==> src/hw/bie_map.svh <==
// constants and operation summary for the branch and increment execution block
// Operation
// - An opcode whose top three bits are 101 is the absolute branch, and its low eleven bits are the target.
// - The absolute branch loads its eleven-bit target into program counter bits 10 to 0.
// - The absolute branch fills program counter bits 12 and 11 from page latch bits 4 and 3.
// - The absolute branch takes two instruction cycles and changes no status flag.
// - Opcode 00 1111 with a destination bit and 7-bit address is increment-skip-if-zero, which changes no flag.
// - For both increments a destination bit of 0 writes the working register and 1 writes the file register.
// - When increment-skip-if-zero yields zero, the prefetched next instruction is discarded.
// - A discarded instruction becomes a no-operation cycle, so the skip takes one cycle, or two when it skips.
// - Opcode 00 1010 with a destination bit and 7-bit address is the plain increment of the addressed register.
`ifndef BIE_MAP_SVH
`define BIE_MAP_SVH
`define BIE_BRANCH_TOP 3'h5
`define BIE_BRANCH_TOP_MSB 13
`define BIE_BRANCH_TOP_LSB 11
`define BIE_TARGET_MSB 10
`define BIE_OPC_MSB 13
`define BIE_OPC_LSB 8
`define BIE_OPC_INC_SKIP 6'h0f
`define BIE_OPC_INC 6'h0a
`define BIE_DEST_BIT 7
`define BIE_ADDR_MSB 6
`define BIE_PAGE_MSB 4
`define BIE_PAGE_LSB 3
`define BIE_PC_RESET 13'h0000
`define BIE_ADDR_RESET 7'h00
`define BIE_BYTE_RESET 8'h00
`define BIE_FLAG_RESET 1'h0
`define BIE_BRANCH_CYCLES 2'h2
`endif

==> src/hw/bie_pkg.sv <==
// types for the branch and increment execution block
package bie_pkg;
    typedef logic [13:0] bie_word_t;
    typedef logic [12:0] bie_pc_t;
    typedef logic [7:0] bie_byte_t;
    typedef enum logic [1:0] {
        BIE_OP_OTHER = 2'h0,
        BIE_OP_BRANCH = 2'h1,
        BIE_OP_INC_SKIP = 2'h2,
        BIE_OP_INC = 2'h3
    } bie_op_e;
endpackage : bie_pkg

==> src/hw/bie_dec_if.sv <==
// decoded instruction fields passed from decoder to executor
`timescale 1ns/100ps
interface bie_dec_if;
    import bie_pkg::*;
    bie_op_e op;
    logic dest_file;
    logic [6:0] addr;
    logic [10:0] target;
    modport dec (output op, output dest_file, output addr, output target);
    modport exe (input op, input dest_file, input addr, input target);
endinterface : bie_dec_if

==> src/hw/bie_decoder.sv <==
// combinational instruction decoder
`timescale 1ns/100ps
`include "bie_map.svh"
module bie_decoder (
    input wire bie_pkg::bie_word_t instr,
    bie_dec_if.dec dec
);
    import bie_pkg::*;
    always_comb begin
        dec.op = BIE_OP_OTHER;
        if (instr[`BIE_BRANCH_TOP_MSB:`BIE_BRANCH_TOP_LSB] == `BIE_BRANCH_TOP) begin
            dec.op = BIE_OP_BRANCH;
        end else if (instr[`BIE_OPC_MSB:`BIE_OPC_LSB] == `BIE_OPC_INC_SKIP) begin
            dec.op = BIE_OP_INC_SKIP;
        end else if (instr[`BIE_OPC_MSB:`BIE_OPC_LSB] == `BIE_OPC_INC) begin
            dec.op = BIE_OP_INC;
        end
    end
    assign dec.dest_file = instr[`BIE_DEST_BIT];
    assign dec.addr = instr[`BIE_ADDR_MSB:0];
    assign dec.target = instr[`BIE_TARGET_MSB:0];
endmodule : bie_decoder

==> src/hw/bie_exec.sv <==
// branch and increment execution unit, one instruction cycle per enabled clock
`timescale 1ns/100ps
`include "bie_map.svh"
module bie_exec (
    input wire logic clock,
    input wire logic srst,
    input wire logic cycle_en,
    input wire bie_pkg::bie_word_t instr,
    input wire bie_pkg::bie_byte_t page_latch,
    input wire bie_pkg::bie_byte_t file_rdata,
    input wire logic zero_in,
    output logic [6:0] file_addr,
    output logic file_we,
    output bie_pkg::bie_byte_t file_wdata,
    output logic work_we,
    output bie_pkg::bie_byte_t work_wdata,
    output logic zero_we,
    output logic zero_out,
    output bie_pkg::bie_pc_t pc,
    output logic nop_cycle,
    output logic busy
);
    import bie_pkg::*;

    // run executes the word on instr, slot retires a discarded word
    typedef enum logic {
        BIE_PH_RUN = 1'h0,
        BIE_PH_SLOT = 1'h1
    } bie_phase_e;

    typedef struct packed {
        bie_pc_t pc;
        bie_phase_e phase;
        logic [6:0] file_addr;
        logic file_we;
        bie_byte_t file_wdata;
        logic work_we;
        bie_byte_t work_wdata;
        logic zero_we;
        logic zero_out;
        logic nop_cycle;
    } bie_state_s;

    bie_state_s st_q;
    bie_state_s st_d;
    bie_byte_t sum;
    logic sum_zero;
    logic exec_live;
    logic slot_live;
    logic is_branch;
    logic is_inc_skip;
    logic is_inc;
    logic is_inc_any;
    logic skip_taken;
    logic to_file;
    logic to_work;
    logic [1:0] page_bits;
    logic [10:0] target_bits;
    bie_pc_t seq_pc;
    bie_pc_t branch_pc;
    bie_pc_t next_pc;
    bie_phase_e next_phase;

    bie_dec_if dec_bus ();

    bie_decoder u_dec (
        .instr(instr),
        .dec(dec_bus.dec)
    );

    // one shared incrementer, wrapping at the byte boundary
    assign sum = file_rdata + 8'h01;
    assign sum_zero = (sum == 8'h00);

    // an enabled edge in run executes instr, one in slot retires it unseen
    assign exec_live = cycle_en & (st_q.phase == BIE_PH_RUN);
    assign slot_live = cycle_en & (st_q.phase == BIE_PH_SLOT);

    assign is_branch = exec_live & (dec_bus.op == BIE_OP_BRANCH);
    assign is_inc_skip = exec_live & (dec_bus.op == BIE_OP_INC_SKIP);
    assign is_inc = exec_live & (dec_bus.op == BIE_OP_INC);
    assign is_inc_any = is_inc_skip | is_inc;

    // destination select shared by both increment forms
    assign to_file = is_inc_any & dec_bus.dest_file;
    assign to_work = is_inc_any & ~dec_bus.dest_file;

    // zero result of the skip form discards the prefetched word
    assign skip_taken = is_inc_skip & sum_zero;

    // branch target: page bits on top of the eleven-bit immediate
    assign page_bits = page_latch[`BIE_PAGE_MSB:`BIE_PAGE_LSB];
    assign target_bits = dec_bus.target;
    assign branch_pc = {page_bits, target_bits};
    assign seq_pc = st_q.pc + 13'h0001;
    assign next_pc = is_branch ? branch_pc : seq_pc;

    // branch always, skip form on zero, spend a second cycle in slot
    assign next_phase = (is_branch | skip_taken) ? BIE_PH_SLOT : BIE_PH_RUN;

    always_comb begin
        st_d = st_q;
        if (cycle_en) begin
            // strobes last from one enabled edge to the next
            st_d.file_we = 1'b0;
            st_d.work_we = 1'b0;
            st_d.zero_we = 1'b0;
            st_d.nop_cycle = 1'b0;
            st_d.file_addr = dec_bus.addr;
            st_d.pc = next_pc;
            st_d.phase = next_phase;
            case (st_q.phase)
                BIE_PH_SLOT: begin
                    // discarded prefetch slot runs as no-operation
                    st_d.nop_cycle = slot_live;
                end
                BIE_PH_RUN: begin
                    case (dec_bus.op)
                        BIE_OP_BRANCH: begin
                            // no flag moves during either branch cycle
                            st_d.zero_out = st_q.zero_out;
                        end
                        BIE_OP_INC_SKIP: begin
                            st_d.file_we = to_file;
                            st_d.work_we = to_work;
                            st_d.file_wdata = sum;
                            st_d.work_wdata = sum;
                            st_d.zero_out = st_q.zero_out;
                        end
                        BIE_OP_INC: begin
                            st_d.file_we = to_file;
                            st_d.work_we = to_work;
                            st_d.file_wdata = sum;
                            st_d.work_wdata = sum;
                            st_d.zero_we = is_inc;
                            st_d.zero_out = sum_zero;
                        end
                        default: begin
                            st_d.zero_out = zero_in;
                        end
                    endcase
                end
                default: begin
                    st_d.phase = BIE_PH_RUN;
                end
            endcase
        end
    end

    always_ff @(posedge clock) begin
        if (srst) begin
            st_q.pc <= `BIE_PC_RESET;
            st_q.phase <= BIE_PH_RUN;
            st_q.file_addr <= `BIE_ADDR_RESET;
            st_q.file_we <= `BIE_FLAG_RESET;
            st_q.file_wdata <= `BIE_BYTE_RESET;
            st_q.work_we <= `BIE_FLAG_RESET;
            st_q.work_wdata <= `BIE_BYTE_RESET;
            st_q.zero_we <= `BIE_FLAG_RESET;
            st_q.zero_out <= `BIE_FLAG_RESET;
            st_q.nop_cycle <= `BIE_FLAG_RESET;
        end else begin
            st_q <= st_d;
        end
    end

    assign file_addr = st_q.file_addr;
    assign file_we = st_q.file_we;
    assign file_wdata = st_q.file_wdata;
    assign work_we = st_q.work_we;
    assign work_wdata = st_q.work_wdata;
    assign zero_we = st_q.zero_we;
    assign zero_out = st_q.zero_out;
    assign pc = st_q.pc;
    assign nop_cycle = st_q.nop_cycle;
    assign busy = st_q.phase;
endmodule : bie_exec

==> config.mk <==
export PLATFORM = sky130hd
export DESIGN_NAME = bie_exec
export DESIGN_NICKNAME = d
export VERILOG_FILES = /design/src/hw/bie_pkg.sv /design/src/hw/bie_dec_if.sv /design/src/hw/bie_decoder.sv /design/src/hw/bie_exec.sv
export VERILOG_INCLUDE_DIRS = /design/src /design/src/hw
export SDC_FILE = /design/constraint.sdc
export NUM_CORES = 1
export LEC_CHECK = 0
export BUFFER_PORTS_ARGS = -buffer_cell sky130_fd_sc_hd__buf_2
export CORE_MARGIN = 2
export CORE_UTILIZATION = 52
export DETAILED_ROUTE_END_ITERATION = 12
export PLACE_DENSITY = 0.85
export SKIP_CTS_REPAIR_TIMING = 1
export SYNTH_ARGS = -nofsm -noshare
export SYNTH_HDL_FRONTEND = slang
export SYNTH_SLANG_ARGS = --single-unit
==> constraint.sdc <==
create_clock -name clock -period 3 [get_ports clock]
set_input_delay 0.6 -clock clock [delete_from_list [all_inputs] [get_ports clock]]
set_output_delay 0.6 -clock clock [all_outputs]
set_load 0.01 [all_outputs]
# [After elaboration in Yosys (flattened, before gate mapping)]
# Cells that the tools add are included.
[word_totals] input_bits=34 elab_cells=45 reg_bits=34
[classes] bitwise=13 n_reduce_logical=5 add_sub_neg=2 muxes=10 n_eq_ne=6
[op_table] cell="$mux W20" count=1
[op_table] cell="$mux W18" count=1
[op_table] cell="$add A13 B1 Y13 const B" count=1
[op_table] cell="$mux W13" count=1
[op_table] cell="$eq A6 B4 Y1 const B" count=2
[op_table] cell="$add A8 B1 Y8 const B" count=1
[op_table] cell="$and A1 B1 Y1" count=8
[op_table] cell="$logic_not A8 Y1" count=1
[op_table] cell="$mux W2" count=3
[op_table] cell="$reduce_and A3 Y1" count=2
[op_table] cell="$eq A2 B2 Y1 const B" count=2
[op_table] cell="$reduce_or A2 Y1" count=2
[op_table] cell="$eq A3 B3 Y1 const B" count=1
[op_table] cell="$mux W1" count=3
[op_table] cell="$not A1 Y1" count=3
[op_table] cell="$eq A2 B1 Y1 const B" count=1
[op_table] cell="$or A1 B1 Y1" count=2
[op_table] cell="$pmux W1 S2" count=1

# [Depth between registers and ports, before layout]
# Gate-level depths: netlist (run 1).
[logic_depth] word_depth=10 mapped_depth=7 ltp_nobuf=6

# [Modules after synthesis]
# Synthesis (run 1) repeated with hierarchy kept, for this count alone.
[unflattened] cells_unflattened=232 area_unflattened_um2=1958.1
[by_module_without_submodules] module="bie_exec" cells_each=207 seq_area_each_um2=680.7 area_each_um2=1774.2 instances=1
[by_module_without_submodules] module="bie_decoder" cells_each=25 seq_area_each_um2=0.0 area_each_um2=183.9 instances=1

# [Least setup slack after synthesis (run 1)]
# OpenSTA, ideal clock, no wires.
[synth_path] path_kind="input port to flip-flop" from="input file_rdata[0]" to="register zero_out (netlist name)" arrival_ns=1.858 setup_ns=0.081 path_stages=6 path_slack_ns=1.062 n_path_buf=0 path_cell_list="ha_1 > nand4_1 > or4b_1 > o311ai_1 > nand3_1 > a41oi_1"
[synth_between] elab_chain_cells=3
[synth_rtl] element="start: declaration" line="bie_exec.sv:10" rtl="input wire bie_pkg::bie_byte_t file_rdata,"
[synth_rtl] element="$add A8 B1 Y8" line="bie_exec.sv:72" rtl="assign sum = file_rdata + 8'h01;"
[synth_rtl] element="$logic_not A8 Y1" line="bie_exec.sv:73" rtl="assign sum_zero = (sum == 8'h00);"
[synth_rtl] element="$pmux W1 S2" line="bie_exec.sv:118" rtl="case (dec_bus.op)"
# No other way between the ends.
# A chain may end at the register's enable or synchronous reset.

# [Worst setup path after layout (run 1)]
[layout_path] from="input file_rdata[0]" to="register zero_out (netlist name)"
[layout_between] elab_chain_cells=3
[layout_rtl] element="$add A8 B1 Y8" line="bie_exec.sv:72"
[layout_rtl] element="$logic_not A8 Y1" line="bie_exec.sv:73"
[layout_rtl] element="$pmux W1 S2" line="bie_exec.sv:118"
# No other way between the ends.

==> flow_metrics.env, run 1 <==
export IMPL_yosysTopAreaCellShare_pct=36.63
export IMPL_drt_total_wl_mm=4.276
export IMPL_period_share_pct=64.41
export IMPL_clk_path_buf_depth=2
export IMPL_die_height_um=63.78
export IMPL_routedWlPerCell_um=13.28
export IMPL_max_vdd_ir_drop_mv=0.2894
export IMPL_dp_hpwl_mm=3.089
export IMPL_core_area_sq_um=3390
export IMPL_finalPower_w=0.0008450
export IMPL_cts_tree="done"
export IMPL_worst_slew_pin_slew_ps=645.6
export IMPL_criticalPathCategory="primary input to flip-flop"
export IMPL_ant_nets=0
export IMPL_synth_area_leaders="dfxtp_1 37%, nor2_1 5.7%, a211oi_1 5.3%"
export IMPL_synth_cell_types=45
export IMPL_grtUsageTotal_pct=22.46
export IMPL_syn_to_final_growth_pct=17.78
export IMPL_grt_max_degree=35
export IMPL_dieArea_sq_um=4067
export IMPL_rrSetupSlack_ps=1080
export IMPL_async_reset_ff_share_pct=0
export IMPL_syn_area_per_cell_sq_um=8.407
export IMPL_ys_seq_area_share_pct=36.63
export IMPL_totalNegativeSetupSlack_ps=0
export IMPL_cp_required_ps=3250
export IMPL_synth_seq_cells=34
export IMPL_route_detailed_drc=0
export IMPL_yosysTopAreaCell="dfxtp_1"
export IMPL_r2r_start="busy$_SDFFE_PP0P_"
export IMPL_cts_buffers=5
export IMPL_reg2reg_depth=5
export IMPL_synth_most_common_cell="dfxtp_1"
export IMPL_critPathLaunchType="primary input"
export IMPL_critPathCaptureType="flip-flop"
export IMPL_setup_viol=0
export IMPL_initial_core_util_pct=54.82
export IMPL_grt_pass1_vias=1613
export IMPL_hp_class="flip-flop to flip-flop"
export IMPL_power_frac_comb_pct=15.2
export IMPL_max_stage_delay_ps=530
export IMPL_internal_power_w=0.0006116
export IMPL_cp_cell_sequence="buf_2 -> ha_1 -> nand4_1 -> or4b_1 -> o311ai_1 -> nand3_1 -> a41oi_1"
export IMPL_clk_pin_slew_worst_paths_ps=100
export IMPL_num_antenna_cells=0
export IMPL_num_nets_final=313
export IMPL_drt_iter0_drc=204
export IMPL_whs_path_depth=2
export IMPL_synth_warning_count=0
export IMPL_maxSlewHeadroom_pct=56.96
export IMPL_min_to="zero_we$_SDFFE_PP0P_"
export IMPL_multi_input_area_sq_um=1033
export IMPL_synthTopCellsByCount="34 x dfxtp_1, 28 x nor2_1, 13 x a211oi_1, 13 x nand3_1, 12 x a21oi_1"
export IMPL_syn_area_sq_um=1858
export IMPL_gr_total_overflow=0
export IMPL_swShare_pct=27.62
export IMPL_drv_cap=0
export IMPL_min_from="zero_we$_SDFFE_PP0P_"
export IMPL_register_area_sq_um=680.7
export IMPL_synth_fp_nets=258
export IMPL_clkLatencyLatePin_ps=320
export IMPL_status="completed"
export IMPL_hold_violations=0
export IMPL_gp_congestion=0.8886
export IMPL_cp_max_fo=5
export IMPL_postSynthCellCount=221
export IMPL_cts_max_level=2
export IMPL_fmax_mhz=517.5
export IMPL_clock_sinks=34
export IMPL_drt_pass1_iterations=4
export IMPL_synth_edff_count=0
export IMPL_cts_root_buffer="clkbuf_4"
export IMPL_grt_pass1_wl_mm=7.258
export IMPL_rsz0062_at_grt="false"
export IMPL_p_clk_share_pct=27.7
export IMPL_via_per_inst=5.559
export IMPL_vias=1790
export IMPL_min_period_ps=1932
export IMPL_sequentialPowerShare_pct=57.1
export IMPL_p_per_area_nw_per_um2=386.2
export IMPL_clock_skew_ps=3.431
export IMPL_antenna_found_initial=0
export IMPL_switchingPower_w=0.0002334
export IMPL_die_x_um=63.78
export IMPL_drive_gt1_share_pct=30.07
export IMPL_r2r_end="pc[5]$_SDFFE_PP0P_"
export IMPL_leakage_nw=0.9629
export IMPL_cp_data_arrival_time_ps=2180
export IMPL_nFillCells=320
export IMPL_synthFlopType="dfxtp_1"
export IMPL_place_port_buffers=69
export IMPL_final_max_slew_violation_count=0
export IMPL_cpMaxStageDelayCell="or4b_1"
export IMPL_fp_row_count=21
export IMPL_pin_count=76
## registers in the layout (all words and copies together), names as in the netlist
register    cells
zero_we         1
file_we         1
work_wdata      8
work_we         1
pc             13
zero_out        1
busy            1
file_addr       7
nop_cycle       1
## layer usage
layer / wire length (um) / global-route usage (%) / share of wire, %
met1: 2000 / 29.54 / 47
met2: 2016 / 36.18 / 47
met3: 220 / 4.577 / 5.1
met4: 38 / 8.696 / 0.89
met5: 0 / 0 / 0
## worst max path at each step
| stage | endpoint | startpoint | slack, ps | cells past startpoint |
|---|---|---|---|---|
| final | zero_out$_SDFFE_PP0P_ | file_rdata[0] | 1070 | 7 |
| after global placement | zero_out$_SDFFE_PP0P_ | file_rdata[0] | 790 | 7 |
| after global routing | zero_out$_SDFFE_PP0P_ | file_rdata[0] | 890 | 7 |
| after detailed placement | zero_out$_SDFFE_PP0P_ | file_rdata[0] | 740 | 7 |
| after CTS | pc[5]$_SDFFE_PP0P_ | busy$_SDFFE_PP0P_ | 1090 | 5 |
| after floorplan | zero_out$_SDFFE_PP0P_ | file_rdata[0] | 1060 | 6 |
## final cells by class
class | instances | area share, %
clock buffers | 7 | 2.058
multi-input cells | 160 | 47.23
flip-flops and latches | 34 | 31.10
inverters | 5 | 0.8576
well taps | 46 | 2.630
repair buffers | 70 | 16.12
## power by group through the flow
stage | clock, W | combinational, W | sequential [W]
6_report | 0.000234 | 0.000128 | 0.000483
3_5_place_dp | 0 | 0.000128 | 0.000493
4_1_cts | 0.000239 | 0.000128 | 0.000482
2_1_floorplan | 0 | 0.0000701 | 0.000499
3_3_place_gp | 0 | 0.000125 | 0.000492
5_1_grt | 0.000262 | 0.000143 | 0.000486
## kinds of logic (layout without fill, tap and decap cells)
| kind of cell | after synthesis | after routing | synth area share [%] |
|---|---|---|---|
| xor gates and xnor gates | 8 | 8 | 3.771 |
| AOI/OAI and AO/OA | 48 | 48 | 17.31 |
| adders and majority gates | 3 | 3 | 2.020 |
| DFF | 34 | 34 | 36.63 |
| buffers and inverters | 27 | 82 | 7.744 |
| and+or+nand+nor | 92 | 92 | 27.68 |
| muxes | 9 | 9 | 4.849 |
## cells in the final DEF, fill, tap and decap left out, types with 5 or more instances in the layout
cell,instances
nand2b_1,7
inv_1,5
clkbuf_4,5
a21oi_1,12
nand2_1,10
a211oi_1,13
nand4_1,5
o21ai_0,6
nor2_1,28
mux2i_1,9
dfxtp_1,34
a31oi_1,5
buf_2,69
nand3_1,13
## critical path, delay by kind of cell
family	cells	cell delay, ps
AO/OA/AOI/OAI	2	340
adder cells (fa/ha/maj)	1	250
buffers and inverters	1	130
AND/OR/NAND/NOR	3	850
## metrics by stage
step           worst slack (ps)  cells  utilization (%)  hold slack (ps)  cell area (sq um)
2_1_floorplan              1062    221                -            494.3               1858
3_3_place_gp              792.7    315            63.23            461.1               2143
3_5_place_dp              744.5    315            63.23            463.8               2143
4_1_cts                    1087    322            64.56            480.1               2188
5_1_grt                   894.0    322            64.56            498.9               2188
6_report                   1068    322            64.56            478.8               2188
Note: power is estimated with default switching activity, not from simulation.
==> inputs of run 2 (changes only) <==
--- a/config.mk
+++ b/config.mk
@@ -6,11 +6,12 @@
 export SDC_FILE = /design/constraint.sdc
 export NUM_CORES = 1
 export LEC_CHECK = 0
+export ABC_AREA = 1
 export BUFFER_PORTS_ARGS = -buffer_cell sky130_fd_sc_hd__buf_2
 export CORE_MARGIN = 2
-export CORE_UTILIZATION = 52
+export CORE_UTILIZATION = 44
 export DETAILED_ROUTE_END_ITERATION = 12
-export PLACE_DENSITY = 0.85
+export PLACE_DENSITY = 0.76
 export SKIP_CTS_REPAIR_TIMING = 1
 export SYNTH_ARGS = -nofsm -noshare
 export SYNTH_HDL_FRONTEND = slang
==> constraint.sdc (replaced) <==
create_clock -name clock -period 1.7 [get_ports clock]
set_input_delay 0.34 -clock clock [delete_from_list [all_inputs] [get_ports clock]]
set_output_delay 0.34 -clock clock [all_outputs]
set_load 0.01 [all_outputs]
==> flow_metrics.env, run 2 <==
export IMPL_yosysTopAreaCell="dfxtp_1"
export IMPL_drt_pass1_iterations=4
export IMPL_fmax_mhz=687.8
export IMPL_core_area_sq_um=4294
export IMPL_clock_skew_ps=4.572
export IMPL_die_x_um=70.35
export IMPL_ant_nets=0
export IMPL_maxSlewHeadroom_pct=60.02
export IMPL_setup_viol=0
export IMPL_worstPathBufferInverterCount=1
export IMPL_reg_largest_list="pc: 13 flops, work_wdata: 8 flops, file_addr: 7 flops"
export IMPL_synth_most_common_cell="nand2_1"
export IMPL_clk_pin_slew_worst_paths_ps=70
export IMPL_clock_sinks=34
export IMPL_yosys_area_share_simple_pct=31.98
export IMPL_r2r_end="pc[4]$_SDFFE_PP0P_"
export IMPL_hp_class="primary input to flip-flop"
export IMPL_critPathLaunchType="flip-flop"
export IMPL_synth_mux_area_share_pct=0
export IMPL_p_per_area_nw_per_um2=730.2
export IMPL_synth_seq_cells=34
export IMPL_synth_fa_ha_area_share_pct=1.938
export IMPL_synth_xor_area_share_pct=1.357
export IMPL_place_port_buffers=69
export IMPL_mostFrequentLayoutCells="69 x buf_2, 62 x nand2_1, 37 x nor2_1"
export IMPL_cpMaxStageDelayCell="dfxtp_1"
export IMPL_syn_to_final_growth_pct=20.93
export IMPL_cp_max_fo=16
export IMPL_cts_tree="done"
export IMPL_whs_path_depth=3
export IMPL_routedWlPerCell_um=11.67
export IMPL_grt_pass1_wl_mm=7.665
export IMPL_synth_compound_area_share_pct=16.67
export IMPL_post_route_util_pct=54.55
export IMPL_synth_edff_count=0
export IMPL_syn_area_per_cell_sq_um=6.796
export IMPL_worst_slew_pin_slew_ps=599.0
export IMPL_postSynthCellCount=285
export IMPL_instances_no_fill=399
export IMPL_synth_warning_count=0
export IMPL_gr_total_overflow=0
export IMPL_die_height_um=70.35
export IMPL_synth_fp_nets=322
export IMPL_drive_gt1_share_pct=28.53
export IMPL_initial_core_util_pct=45.10
export IMPL_synth_cell_types=37
export IMPL_drt_iter0_drc=157
export IMPL_grtUsageTotal_pct=19.00
export IMPL_criticalPathCategory="flip-flop to flip-flop"
export IMPL_synthFlopType="dfxtp_1"
export IMPL_dpl_cell_count=391
export IMPL_min_from="instr[2]"
export IMPL_largest_register="pc"
export IMPL_leakage_nw=1.179
export IMPL_dieArea_sq_um=4948
export IMPL_cp_data_arrival_time_ps=1620
export IMPL_min_to="file_addr[2]$_SDFFE_PP0P_"
export IMPL_final_common_cell="buf_2"
export IMPL_totalNegativeSetupSlack_ps=0
export IMPL_clk_path_buf_depth=2
export IMPL_reg2reg_depth=7
export IMPL_cts_buffers=5
export IMPL_ys_seq_area_share_pct=35.14
export IMPL_grt_max_degree=25
export IMPL_wl_met3_um=258
export IMPL_r2r_start="busy$_SDFFE_PP0P_"
export IMPL_synth_top_family_by_area="simple AND/OR/NAND/NOR gates"
export IMPL_wl_met2_mm=2.049
export IMPL_cts_root_buffer="clkbuf_8"
export IMPL_antenna_found_initial=0
export IMPL_routedLengthMet1_mm=2.287
export IMPL_grt_pass1_vias=1773
export IMPL_pin_count=76
export IMPL_fp_row_count=24
export IMPL_route_detailed_drc=0
export IMPL_drv_cap=0
export IMPL_yosysTopAreaCellShare_pct=35.14
export IMPL_critical_path_startpoint="busy$_SDFFE_PP0P_"
export IMPL_synth_area_leaders="dfxtp_1 35%, nand2_1 12%, nor2_1 7.2%"
export IMPL_cp_required_ps=1860
export IMPL_final_max_slew_violation_count=0
export IMPL_via_per_inst=5.038
export IMPL_hold_violations=0
export IMPL_vias=2010
export IMPL_period_share_pct=85.52
export IMPL_async_reset_ff_share_pct=0
export IMPL_min_period_ps=1454
export IMPL_critPathCaptureType="flip-flop"
export IMPL_dp_hpwl_mm=3.384
export IMPL_largest_register_ffs=13
export IMPL_drt_total_wl_mm=4.658
export IMPL_cp_cell_sequence="nor2_8 -> nand2_2 -> clkinv_2 -> a21oi_1 -> o21ai_1 -> nand2_1 -> a31oi_1"
export IMPL_num_nets_final=383
export IMPL_max_vdd_ir_drop_mv=0.3928
export IMPL_cts_max_level=2
export IMPL_status="completed"
export IMPL_critical_path_top_delay_family="flip-flops"
export IMPL_num_antenna_cells=0
export IMPL_nFillCells=435
export IMPL_max_stage_delay_ps=470
export IMPL_rrSetupSlack_ps=250
export IMPL_rsz0062_at_grt="false"
export IMPL_gp_congestion=0.8477
export IMPL_clkLatencyLatePin_ps=280
export IMPL_synthTopCellsByCount="62 x nand2_1, 37 x nor2_1, 34 x dfxtp_1"
export IMPL_syn_area_sq_um=1937
export IMPL_routed_top_layer="met4"
==> run 2: worst max path at each step <==
stage	endpoint	slack (ps)	depth (start not counted)
after floorplan	pc[10]$_SDFFE_PP0P_	380	8
final	pc[4]$_SDFFE_PP0P_	250	7
after CTS	pc[4]$_SDFFE_PP0P_	240	7
after global routing	pc[8]$_SDFFE_PP0P_	100	9
after detailed placement	zero_out$_SDFFE_PP0P_	110	12
after global placement	zero_out$_SDFFE_PP0P_	160	12
==> run 2: layout make-up <==
class / instances / area, sq um / area share [%]
Clock buffer: 7 / 86.33 / 3.686
Clock inverter: 1 / 5.005 / 0.2137
Inverter: 32 / 123.9 / 5.288
Multi-Input combinational cell: 200 / 1006 / 42.95
Sequential cell: 34 / 680.7 / 29.06
Tap cell: 52 / 65.06 / 2.778
Timing Repair Buffer: 73 / 375.4 / 16.03
==> run 2: metrics by stage <==
stage	hold slack, ps	instance area (sq um)	total power [W]	setup WS [ps]
floorplan	409.1	1937	0.001013	377.2
global placement	452.1	2251	0.001107	157.7
detailed placement	456.6	2251	0.001113	106.2
CTS	285.6	2342	0.001733	239.6
global route	297.9	2342	0.001793	96.07
finish	293.4	2342	0.001710	246.2
==> run 2: layer usage <==
layer,vias up,GRT usage (%)
met3,6,4.906
met2,52,29.87
met1,909,25.29
met5,-,0
li1,1043,-
met4,0,6.197
==> run 2: report_power, final <==
part           total (W)  switching (W)  internal, W
registers       0.000847      0.0000212     0.000826
logic           0.000248       0.000150    0.0000982
clock network   0.000616       0.000289     0.000327
==> run 2: worst reg2reg max path, delay by kind of cell (launching register included) <==
family / cells / cell delay [ps]
AOI/OAI and AO/OA: 3 / 360
DFF: 1 / 470
and+or+nand+nor: 3 / 280
buffers and inverters: 1 / 230
==> run 2: kinds of logic (layout without fill, tap and decap cells) <==
logic type / count (synthesis) / after routing
xor+xnor: 3 / 3
flops: 34 / 34
buf+inv: 51 / 113
fa+ha+maj: 3 / 3
compound gates: 56 / 56
simple gates: 138 / 138
==> inputs of run 3 (changes only) <==
--- a/config.mk
+++ b/config.mk
@@ -8,7 +8,6 @@
 export LEC_CHECK = 0
 export ABC_AREA = 1
 export BUFFER_PORTS_ARGS = -buffer_cell sky130_fd_sc_hd__buf_2
-export CORE_MARGIN = 2
 export CORE_UTILIZATION = 44
 export DETAILED_ROUTE_END_ITERATION = 12
 export PLACE_DENSITY = 0.76
==> constraint.sdc (replaced) <==
create_clock -name clock -period 1.7 [get_ports clock]
set_input_delay 0.34 -clock clock [delete_from_list [all_inputs] [get_ports clock]]
set_output_delay 0.34 -clock clock [all_outputs]
set_load 0.1 [all_outputs]
==> flow_metrics.env, run 3 (synthesis results as in run 2) <==
export IMPL_status="completed"
export IMPL_ant_nets=0
export IMPL_drv_cap=0
export IMPL_drt_pass1_iterations=4
export IMPL_leakage_nw=1.199
export IMPL_register_area_sq_um=711.9
export IMPL_largest_register="pc"
export IMPL_cp_max_fo=3
export IMPL_clock_sinks=34
export IMPL_finalPower_w=0.002020
export IMPL_hp_class="primary input to flip-flop"
export IMPL_pin_count=76
export IMPL_place_port_buffers=69
export IMPL_antenna_found_initial=0
export IMPL_mostFrequentLayoutCells="69 x buf_2, 62 x nand2_1, 37 x nor2_1"
export IMPL_critPathCaptureType="primary output"
export IMPL_cts_root_buffer="clkbuf_8"
export IMPL_cts_buffers=5
export IMPL_grt_max_degree=25
export IMPL_rsz0062_at_grt="false"
export IMPL_critical_path_top_delay_family="buffers and inverters"
export IMPL_die_x_um=68.35
export IMPL_cts_tree="done"
export IMPL_num_antenna_cells=0
export IMPL_totalNegativeSetupSlack_ps=0
export IMPL_route_detailed_drc=0
export IMPL_final_max_slew_violation_count=0
export IMPL_p_per_area_nw_per_um2=845.1
export IMPL_maxSlewHeadroom_pct=61.18
export IMPL_cp_cell_sequence="buf_2"
export IMPL_dp_hpwl_mm=3.545
export IMPL_gp_congestion=0.8156
export IMPL_worstPathBufferInverterCount=1
export IMPL_clock_skew_ps=5.639
export IMPL_grt_pass1_vias=1526
export IMPL_period_share_pct=86.36
export IMPL_cp_data_arrival_time_ps=1130
export IMPL_syn_to_final_growth_pct=23.38
export IMPL_dp_slack_ps=128.5
export IMPL_fp_row_count=23
export IMPL_worst_slew_pin_slew_ps=581.7
export IMPL_dpl_cell_count=389
export IMPL_reg2reg_depth=9
export IMPL_hold_violations=0
export IMPL_whs_path_depth=2
export IMPL_cpMaxStageDelayCell="buf_2"
export IMPL_grtUsageTotal_pct=20.09
export IMPL_final_common_cell="buf_2"
export IMPL_drt_total_wl_mm=4.742
export IMPL_fmax_mhz=681.2
export IMPL_max_vdd_ir_drop_mv=0.4564
export IMPL_instances_no_fill=397
export IMPL_fin_ws_ps=231.9
export IMPL_cp_num_cells=1
export IMPL_nFillCells=405
export IMPL_dieArea_sq_um=4671
export IMPL_drive_gt1_share_pct=34.87
export IMPL_drt_iter0_drc=117
export IMPL_gr_total_overflow=0
export IMPL_max_stage_delay_ps=450
export IMPL_holdWs_ps=294.2
export IMPL_reg_largest_list="pc: 13 flops, work_wdata: 8 flops, file_addr: 7 flops"
export IMPL_largest_register_ffs=13
export IMPL_grt_pass1_wl_mm=6.934
export IMPL_min_period_ps=1468
export IMPL_num_nets_final=383
export IMPL_via_per_inst=4.841
export IMPL_cts_max_level=2
export IMPL_multi_input_area_sq_um=1006
export IMPL_clk_pin_slew_worst_paths_ps=70
export IMPL_cp_required_ps=1360
export IMPL_core_area_sq_um=4115
export IMPL_setup_viol=0
export IMPL_initial_core_util_pct=47.07
export IMPL_routedWlPerCell_um=11.94
export IMPL_vias=1922
export IMPL_critPathLaunchType="flip-flop"
export IMPL_die_height_um=68.35
export IMPL_clkLatencyLatePin_ps=290
export IMPL_clk_path_buf_depth=2
export IMPL_criticalPathCategory="flip-flop to primary output"
run 3: per-layer routing:
metal	global-route usage, %	vias to the layer above	part of all wire, %
met2	30.02	54	46
met4	7.292	0	0.82
met1	27.54	828	48
li1	-	1036	-
met3	5.000	4	5.1
met5	0	-	0
run 3: final timing paths:
path         slack (ps)            startpoint                    endpoint
min reg2reg         460  work_we$_SDFFE_PP0P_        work_we$_SDFFE_PP0P_
max                 230     busy$_SDFFE_PP0P_                        busy
max reg2reg         280    pc[0]$_SDFFE_PP0P_          pc[8]$_SDFFE_PP0P_
min                 290         file_rdata[0]  work_wdata[0]$_SDFFE_PP0P_
run 3: per-stage QoR:
stage	area [sq um]	utilization [%]
3_3_place_gp	2280	55.40
3_5_place_dp	2280	55.40
5_1_grt	2390	58.07
6_report	2390	58.07
2_1_floorplan	1968	-
4_1_cts	2390	58.07
run 3: final cells by class:
type	count	area share [%]
multi-input cells	200	42.09
inverters	32	5.183
well taps	50	2.618
flip-flops and latches	34	29.79
repair buffers	73	15.71
clock buffers	8	4.607
run 3: power breakdown:
part	leakage [nW]	internal, W	total (W)	switching, W
registers	0.288	0.000827	0.000849	0.0000214
clock network	0.0575	0.000409	0.000707	0.000298
logic	0.854	0.0000987	0.000464	0.000365
total	1.20	0.00134	0.00202	0.000684
